$ cat config.mk
export PLATFORM = sky130hd
export DESIGN_NAME = ibf_flags
export DESIGN_NICKNAME = d
export VERILOG_FILES = /design/src/design/ibf_pkg.sv /design/src/design/ibf_flags.sv
export SDC_FILE = /design/constraint.sdc
export NUM_CORES = 1
export LEC_CHECK = 0
export ABC_AREA = 1
export BUFFER_PORTS_ARGS = -buffer_cell sky130_fd_sc_hd__buf_2
export CORE_AREA = 3 3 62 64
export CTS_BUF_LIST = sky130_fd_sc_hd__clkbuf_4
export CTS_CLUSTER_SIZE = 12
export DETAILED_ROUTE_END_ITERATION = 16
export DIE_AREA = 0 0 65 67
export GPL_TIMING_DRIVEN = 0
export HOLD_SLACK_MARGIN = 0.1
export PLACE_DENSITY = 0.76
export SLEW_MARGIN = 20
export SYNTH_ARGS = -nofsm -noshare
export SYNTH_HDL_FRONTEND = slang
export SYNTH_SLANG_ARGS = --single-unit
$ cat constraint.sdc
create_clock -name clk_i -period 1.9 [get_ports clk_i]
set_input_delay 0.57 -clock clk_i [delete_from_list [all_inputs] [get_ports clk_i]]
set_output_delay 0.57 -clock clk_i [all_outputs]
set_load 0.01 [all_outputs]
$ cat src/design/ibf_pkg.sv
// package of constants and types for the i2c bus condition flag block
`default_nettype none
package ibf_pkg;

  // ********************************************************
  // register map
  // ********************************************************
  localparam int ADDR_W = 28;
  localparam int DATA_W = 8;
  localparam logic [ADDR_W-1:0] FLAG_CTRL_OFS = 28'hFFFFD8A;
  localparam logic [ADDR_W-1:0] UNIT_CTRL_OFS = 28'hFFFFD82;
  localparam logic [ADDR_W-1:0] UNIT_STAT_OFS = 28'hFFFFD86;

  // ********************************************************
  // field positions
  // ********************************************************
  localparam int FLG_START_FAIL_BIT = 7;
  localparam int FLG_BUS_OCC_BIT = 6;
  localparam int FLG_INIT_PERMIT_BIT = 1;
  localparam int FLG_RSV_OFF_BIT = 0;
  localparam int CTL_UNIT_EN_BIT = 7;
  localparam int CTL_COMM_EXIT_BIT = 6;
  localparam int CTL_START_REQ_BIT = 1;
  localparam int STS_START_SEEN_BIT = 1;
  localparam int STS_STOP_SEEN_BIT = 0;

  // ********************************************************
  // reset values and counts
  // ********************************************************
  localparam logic [DATA_W-1:0] FLAG_CTRL_RST = 8'h00;
  localparam logic [DATA_W-1:0] READ_NONE = 8'h00;
  localparam logic [3:0] ADDR_BYTE_CLOCKS = 4'h9;
  localparam logic [3:0] CLK_CNT_RST = 4'h0;
  localparam logic [2:0] SYNC_RST = 3'h7;

  // ********************************************************
  // byte phase after a start condition
  // ********************************************************
  typedef enum logic [1:0] {
    IBF_IDLE = 2'h0,
    IBF_ADDR = 2'h1,
    IBF_DATA = 2'h3
  } ibf_phase_t;

endpackage : ibf_pkg
`default_nettype wire

$ cat src/design/ibf_flags.sv
// bus condition detection and flag register of the i2c unit
//
// Chosen here: the plain strobed port.
`default_nettype none

module ibf_flags
  import ibf_pkg::*;
(
  input wire logic clk_i,
  input wire logic rst_i,
  input wire logic en_i,
  input wire logic [ADDR_W-1:0] addr_i,
  input wire logic [DATA_W-1:0] wdata_i,
  input wire logic [DATA_W-1:0] wmask_i,
  input wire logic wr_i,
  input wire logic rd_i,
  output logic [DATA_W-1:0] rdata_o,
  input wire logic scl_i,
  input wire logic sda_i,
  output logic start_gen_o,
  output logic addr_period_o
);

  // ********************************************************
  // line sampling
  // ********************************************************
  logic [2:0] scl_sync_reg, scl_sync_next;
  logic [2:0] sda_sync_reg, sda_sync_next;
  logic scl_f_reg, scl_f_next;
  logic sda_f_reg, sda_f_next;
  logic scl_rise, start_det, stop_det;

  always_comb begin
    scl_sync_next = {scl_sync_reg[1:0], scl_i};
    sda_sync_next = {sda_sync_reg[1:0], sda_i};
    scl_f_next = scl_f_reg;
    sda_f_next = sda_f_reg;
    // a level counts only once the last two stages agree
    if (scl_sync_reg[1] == scl_sync_reg[2]) begin
      scl_f_next = scl_sync_reg[2];
    end
    if (sda_sync_reg[1] == sda_sync_reg[2]) begin
      sda_f_next = sda_sync_reg[2];
    end
  end

  always_ff @(posedge clk_i) begin
    if (rst_i) begin
      scl_sync_reg <= SYNC_RST;
      sda_sync_reg <= SYNC_RST;
      scl_f_reg <= 1'b1;
      sda_f_reg <= 1'b1;
    end else if (en_i) begin
      scl_sync_reg <= scl_sync_next;
      sda_sync_reg <= sda_sync_next;
      scl_f_reg <= scl_f_next;
      sda_f_reg <= sda_f_next;
    end
  end

  // edges are qualified by the filtered levels, so a data change
  // and a clock change in one sample window give neither a start nor a stop
  always_comb begin
    scl_rise = en_i && scl_f_next && !scl_f_reg;
    start_det = en_i && scl_f_reg && scl_f_next && sda_f_reg && !sda_f_next;
    stop_det = en_i && scl_f_reg && scl_f_next && !sda_f_reg && sda_f_next;
  end

  // ********************************************************
  // register decode
  // ********************************************************
  function automatic logic hit(input logic [ADDR_W-1:0] a,
                               input logic [ADDR_W-1:0] ofs);
    hit = (a == ofs);
  endfunction : hit

  function automatic logic wbit(input logic [DATA_W-1:0] m,
                                input logic [DATA_W-1:0] d,
                                input int pos, input logic old);
    wbit = m[pos] ? d[pos] : old;
  endfunction : wbit

  logic wr_flag, wr_ctrl;
  always_comb begin
    wr_flag = en_i && wr_i && hit(addr_i, FLAG_CTRL_OFS);
    wr_ctrl = en_i && wr_i && hit(addr_i, UNIT_CTRL_OFS);
  end

  // ********************************************************
  // control and flag state
  // ********************************************************
  logic unit_enable_reg, unit_enable_next;
  logic start_request_reg, start_request_next;
  logic start_seen_flag_reg, start_seen_flag_next;
  logic stop_seen_flag_reg, stop_seen_flag_next;
  logic start_fail_flag_reg, start_fail_flag_next;
  logic bus_occupied_flag_reg, bus_occupied_flag_next;
  logic initial_start_permit_reg, initial_start_permit_next;
  logic reservation_off_reg, reservation_off_next;
  logic start_gen_reg, start_gen_next;
  ibf_phase_t phase_reg, phase_next;
  logic [3:0] clk_cnt_reg, clk_cnt_next;
  logic comm_exit_ctl, req_write, en_fall, en_rise;
  logic addr_first_clk, next_byte_clk;

  always_comb begin
    unit_enable_next = unit_enable_reg;
    comm_exit_ctl = 1'b0;
    req_write = 1'b0;
    if (wr_ctrl) begin
      unit_enable_next = wbit(wmask_i, wdata_i, CTL_UNIT_EN_BIT,
                              unit_enable_reg);
      comm_exit_ctl = wmask_i[CTL_COMM_EXIT_BIT] &&
                      wdata_i[CTL_COMM_EXIT_BIT] && unit_enable_reg;
      req_write = wmask_i[CTL_START_REQ_BIT] &&
                  wdata_i[CTL_START_REQ_BIT];
    end
    en_fall = unit_enable_reg && !unit_enable_next;
    en_rise = !unit_enable_reg && unit_enable_next;
  end

  // byte tracking inside the address period
  always_comb begin
    phase_next = phase_reg;
    clk_cnt_next = clk_cnt_reg;
    addr_first_clk = 1'b0;
    next_byte_clk = 1'b0;
    case (phase_reg)
      IBF_IDLE: begin
      end
      IBF_ADDR: begin
        if (scl_rise) begin
          addr_first_clk = (clk_cnt_reg == CLK_CNT_RST);
          clk_cnt_next = clk_cnt_reg + 4'h1;
          if (clk_cnt_next == ADDR_BYTE_CLOCKS) begin
            phase_next = IBF_DATA;
          end
        end
      end
      IBF_DATA: begin
        if (scl_rise) begin
          next_byte_clk = 1'b1;
          phase_next = IBF_IDLE;
        end
      end
      default: begin
        phase_next = IBF_IDLE;
      end
    endcase
    // a repeated start restarts the address byte
    if (start_det && unit_enable_reg) begin
      phase_next = IBF_ADDR;
      clk_cnt_next = CLK_CNT_RST;
    end
    if (stop_det || !unit_enable_reg || comm_exit_ctl) begin
      phase_next = IBF_IDLE;
      clk_cnt_next = CLK_CNT_RST;
    end
  end

  always_comb begin
    start_seen_flag_next = start_seen_flag_reg;
    if (stop_det || next_byte_clk || comm_exit_ctl || en_fall) begin
      start_seen_flag_next = 1'b0;
    end
    // a new start wins over a clear
    if (start_det && unit_enable_reg) begin
      start_seen_flag_next = 1'b1;
    end

    stop_seen_flag_next = stop_seen_flag_reg;
    // cleared at the address first clock
    if (addr_first_clk || en_fall) begin
      stop_seen_flag_next = 1'b0;
    end
    if (stop_det && unit_enable_reg) begin
      stop_seen_flag_next = 1'b1;
    end

    bus_occupied_flag_next = bus_occupied_flag_reg;
    if (stop_det) begin
      bus_occupied_flag_next = 1'b0;
    end
    if ((start_det && unit_enable_reg) ||
        (en_rise && !initial_start_permit_reg)) begin
      bus_occupied_flag_next = 1'b1;
    end
    if (!unit_enable_next) begin
      bus_occupied_flag_next = 1'b0;
    end
  end

  always_comb begin
    initial_start_permit_next = initial_start_permit_reg;
    reservation_off_next = reservation_off_reg;
    if (wr_flag && !unit_enable_reg) begin
      initial_start_permit_next = wbit(wmask_i, wdata_i,
        FLG_INIT_PERMIT_BIT, initial_start_permit_reg);
      reservation_off_next = wbit(wmask_i, wdata_i, FLG_RSV_OFF_BIT,
                                  reservation_off_reg);
    end
    if (start_det && unit_enable_reg) begin
      initial_start_permit_next = 1'b0;
    end
  end

  // with reservation on, a request to a busy bus simply waits here;
  // the reservation engine itself lives elsewhere
  always_comb begin
    start_request_next = start_request_reg;
    start_fail_flag_next = start_fail_flag_reg;
    start_gen_next = 1'b0;
    if (req_write && unit_enable_reg) begin
      start_request_next = 1'b1;
      // a new request clears the fail flag
      start_fail_flag_next = 1'b0;
    end else if (start_request_reg) begin
      // permit leaves the bus free after enabling
      if (!bus_occupied_flag_reg) begin
        start_gen_next = 1'b1;
        start_request_next = 1'b0;
      end else if (reservation_off_reg) begin
        // failed start clears request, sets fail
        start_request_next = 1'b0;
        start_fail_flag_next = 1'b1;
      end
    end
    if (!unit_enable_next) begin
      start_request_next = 1'b0;
      start_gen_next = 1'b0;
      start_fail_flag_next = 1'b0;
    end
  end

  always_ff @(posedge clk_i) begin
    if (rst_i) begin
      unit_enable_reg <= 1'b0;
      start_request_reg <= 1'b0;
      start_seen_flag_reg <= 1'b0;
      stop_seen_flag_reg <= 1'b0;
      start_fail_flag_reg <= FLAG_CTRL_RST[FLG_START_FAIL_BIT];
      bus_occupied_flag_reg <= FLAG_CTRL_RST[FLG_BUS_OCC_BIT];
      initial_start_permit_reg <= FLAG_CTRL_RST[FLG_INIT_PERMIT_BIT];
      reservation_off_reg <= FLAG_CTRL_RST[FLG_RSV_OFF_BIT];
      start_gen_reg <= 1'b0;
      phase_reg <= IBF_IDLE;
      clk_cnt_reg <= CLK_CNT_RST;
    end else if (en_i) begin
      unit_enable_reg <= unit_enable_next;
      start_request_reg <= start_request_next;
      start_seen_flag_reg <= start_seen_flag_next;
      stop_seen_flag_reg <= stop_seen_flag_next;
      start_fail_flag_reg <= start_fail_flag_next;
      bus_occupied_flag_reg <= bus_occupied_flag_next;
      initial_start_permit_reg <= initial_start_permit_next;
      reservation_off_reg <= reservation_off_next;
      start_gen_reg <= start_gen_next;
      phase_reg <= phase_next;
      clk_cnt_reg <= clk_cnt_next;
    end
  end

  // ********************************************************
  // read path
  // ********************************************************
  logic [DATA_W-1:0] rdata_reg, rdata_next;

  // flag bits read back, not written
  always_comb begin
    rdata_next = READ_NONE;
    if (rd_i) begin
      if (hit(addr_i, FLAG_CTRL_OFS)) begin
        // bits five to two stay zero
        rdata_next[FLG_START_FAIL_BIT] = start_fail_flag_reg;
        rdata_next[FLG_BUS_OCC_BIT] = bus_occupied_flag_reg;
        rdata_next[FLG_INIT_PERMIT_BIT] = initial_start_permit_reg;
        rdata_next[FLG_RSV_OFF_BIT] = reservation_off_reg;
      end else if (hit(addr_i, UNIT_CTRL_OFS)) begin
        rdata_next[CTL_UNIT_EN_BIT] = unit_enable_reg;
        rdata_next[CTL_START_REQ_BIT] = start_request_reg;
      end else if (hit(addr_i, UNIT_STAT_OFS)) begin
        rdata_next[STS_START_SEEN_BIT] = start_seen_flag_reg;
        rdata_next[STS_STOP_SEEN_BIT] = stop_seen_flag_reg;
      end
    end
  end

  always_ff @(posedge clk_i) begin
    if (rst_i) begin
      rdata_reg <= READ_NONE;
    end else if (en_i) begin
      rdata_reg <= rdata_next;
    end
  end

  always_comb begin
    rdata_o = rdata_reg;
    start_gen_o = start_gen_reg;
    addr_period_o = start_seen_flag_reg;
  end

endmodule : ibf_flags
`default_nettype wire

==> results.json <==
{
  "dpl.hpwl_mm": 3.02,
  "min_path_type": "primary input to flop",
  "dieArea_um2": 4360,
  "cts_resized": 0,
  "num_vias": 1776,
  "clockPowerShare_pct": 25.8,
  "crit_path_start_kind": "primary input",
  "r2r_cells": 10,
  "diodes": 0,
  "status": "complete, no violations",
  "power.density_nw_per_um2": 509,
  "grt_use_total_pct": 18.5,
  "nets": 373,
  "area_delta_synth_final_pct": 19.7,
  "tns_ps": 0,
  "max_freq_ghz": 0.586,
  "hold_viol": 0,
  "crit_required_ps": 2140,
  "viasPerCell": 4.88,
  "setup_viol": 0,
  "r2r_end": "clk_cnt_reg[0]$_SDFFE_PP0P_",
  "dr.pass1.iters": 4,
  "end_kind": "flop",
  "die_h_um": 67,
  "timing.rr.start": "unit_enable_reg$_SDFFE_PP0P_",
  "io_pins": 61,
  "cts_setup_buffers": 0,
  "clock_skew_ps": 10.1,
  "yosysTopAreaCell": "dfxtp_1",
  "min_path_cells": 3,
  "rows": 21,
  "gp_congestion": 0.827,
  "grt-ovfl-total": 0,
  "layout_common_cells": "76 x nand2_1, 48 x buf_2, 35 x nor2_1",
  "drt-initial-drc-count": 71,
  "antenna_found_initial": 0,
  "utilization_pct": 60.7,
  "seqPwrFrac_pct": 58.1,
  "synth_edf_count": 0,
  "grt_start_max_net_pins": 15,
  "synth-seq-cells": 27,
  "period_needed_ps": 1710,
  "leakagePower_uw": 0.00101,
  "period_share_pct": 89.8,
  "crit_path_top_delay_cell": "a21oi_4",
  "wl_per_cell_um": 10.5,
  "avgSynthCellArea_um2": 6.41,
  "synth_cell_type_count": 31,
  "grt_pass1_wl_mm": 6.46,
  "p_switching_uw": 277,
  "ctsLongestPathBuffers": 2,
  "critical-path-max-stage-delay_ps": 220,
  "synth_top_area_share_pct": 32.0,
  "ys_seq_area_share_pct": 32.0,
  "cap_violations": 0,
  "clk_pin_slew_ps": 140,
  "drc": 0,
  "core_um2": 3340,
  "ys_top_cells_by_area": "dfxtp_1 32%, nand2_1 17%, nor2_1 7.8%",
  "path_common_cell": "nand2_1",
  "drive_above_1_share_pct": 23.9,
  "layout_commonest_cell": "nand2_1",
  "design_area_um2": 2030,
  "clock_insertion_delay_worst_skew_ps": 330,
  "dieWidth_um": 65,
  "switching_share_pct": 26.9,
  "intPower_uw": 754,
  "cp_max_fo": 8,
  "cp_cell_sequence": "buf_2 -> inv_2 -> nand2_1 -> nor2_2 -> nand2_1 -> nor2_2 -> nand4_2 -> nand2_4 -> nor2_4 -> a21oi_4 -> nand2_1 -> nand2_1 -> nor2_1",
  "worstPathArrival_ps": 1940,
  "rsz0062_at_grt": "no",
  "routed_wl_mm": 3.81,
  "initial_utilization_pct": 50.7,
  "cts-buffers-inserted": 3,
  "fin_cells": 364,
  "placed_cell_area_um2": 2000,
  "ir_drop_mv": 0.470,
  "cts-root-buf": "clkbuf_4",
  "ant_nets": 0,
  "nFillCells": 360,
  "async_reset_ff_share_pct": 0,
  "place_inst": 360,
  "r2r_slack_ps": 220,
  "synthFlopType": "dfxtp_1",
  "cts_tree": "yes",
  "ctsHtreeMaxLevel": 1,
  "critical_path_class": "primary input to flop",
  "clock-sinks": 27,
  "hold_ws_ps": 447,
  "io_buffers": 47,
  "grt_pass1_vias": 1542,
  "hold_end": "sda_sync_reg[0]$_SDFFE_PP1P_",
  "yosys_warnings": 0,
  "syn_inst": 264,
  "slew_violations": 0,
  "cts_hold_buf": 0,
  "hold_path_startpoint": "sda_i",
  "power_frac_comb_pct": 16.1,
  "syn_area_um2": 1690
}
stage by stage:
| step | setup slack, ps | power (uW) |
|---|---|---|
| after floorplan | 129 | 709 |
| after global placement | -141 | 774 |
| after detailed placement | -161 | 777 |
| after CTS | 201 | 1040 |
| after global routing | 36.9 | 1090 |
| final | 195 | 1030 |
routing by layer:
layer | up-vias | global-route usage (%) | share of wire, %
li1 | 954 | - | -
met1 | 776 | 22.4 | 46
met2 | 42 | 33.7 | 47
met3 | 4 | 3.54 | 6.4
met4 | 0 | 3.96 | 0.71
met5 | - | 0 | 0
synth_stat cells, types with 2 or more instances:
library cell	n
inv_2	7
nor3_1	3
nand4_1	12
o211ai_1	5
ha_1	3
buf_4	5
inv_1	23
o21ai_0	6
nand3b_1	3
nand3_1	17
clkbuf_1	3
and2_1	2
nor2_1	35
nand2_1	76
a21oi_1	17
nand4_2	3
dfxtp_1	27
nor2_2	4
worst max-delay path: cells and delay by family:
kind	cells	cell delay, ps
simple gates	10	1020
buf+inv	2	130
compound gates	1	220
area by class of cell:
type	count	area, um^2	share of cell area, %
multi-input combinational	199	986	48.7
sequential	27	541	26.7
timing repair buffer	47	235	11.6
inverter	31	119	5.87
clock buffer	4	30.0	1.48
tap	46	57.6	2.84
buffer	10	57.6	2.84
how the worst max path moves through the flow:
stage	startpoint	end	slack, ps	cells past startpoint
4_1_cts	addr_i[5]	clk_cnt_reg[0]$_SDFFE_PP0P_	200	13
5_1_grt	addr_i[27]	initial_start_permit_reg$_SDFFE_PP0P_	40	8
3_5_place_dp	addr_i[5]	clk_cnt_reg[3]$_SDFFE_PP0P_	-160	13
6_report	addr_i[6]	clk_cnt_reg[0]$_SDFFE_PP0P_	190	13
3_3_place_gp	addr_i[6]	clk_cnt_reg[3]$_SDFFE_PP0P_	-140	13
2_1_floorplan	en_i	clk_cnt_reg[1]$_SDFFE_PP0P_	130	12
cell families (layout without fill, tap and decap cells):
group,Yosys count,in the layout,share of synthesized area (%)
compound gates,31,31,10.7
xor+xnor,2,2,1.04
flops,27,27,32.0
other cells,1,4,0.222
simple gates,159,159,43.4
fa+ha+maj,3,3,2.22
buf+inv,41,92,10.4
power groups by stage:
stage          combinational [uW]  sequential [uW]  clock (uW)
4_1_cts                       167              599         277
2_1_floorplan                 101              608           0
6_report                      166              599         267
3_5_place_dp                  166              612           0
5_1_grt                       192              602         294
3_3_place_gp                  163              611           0
No activity file was read; power rests on OpenSTA's default activity.
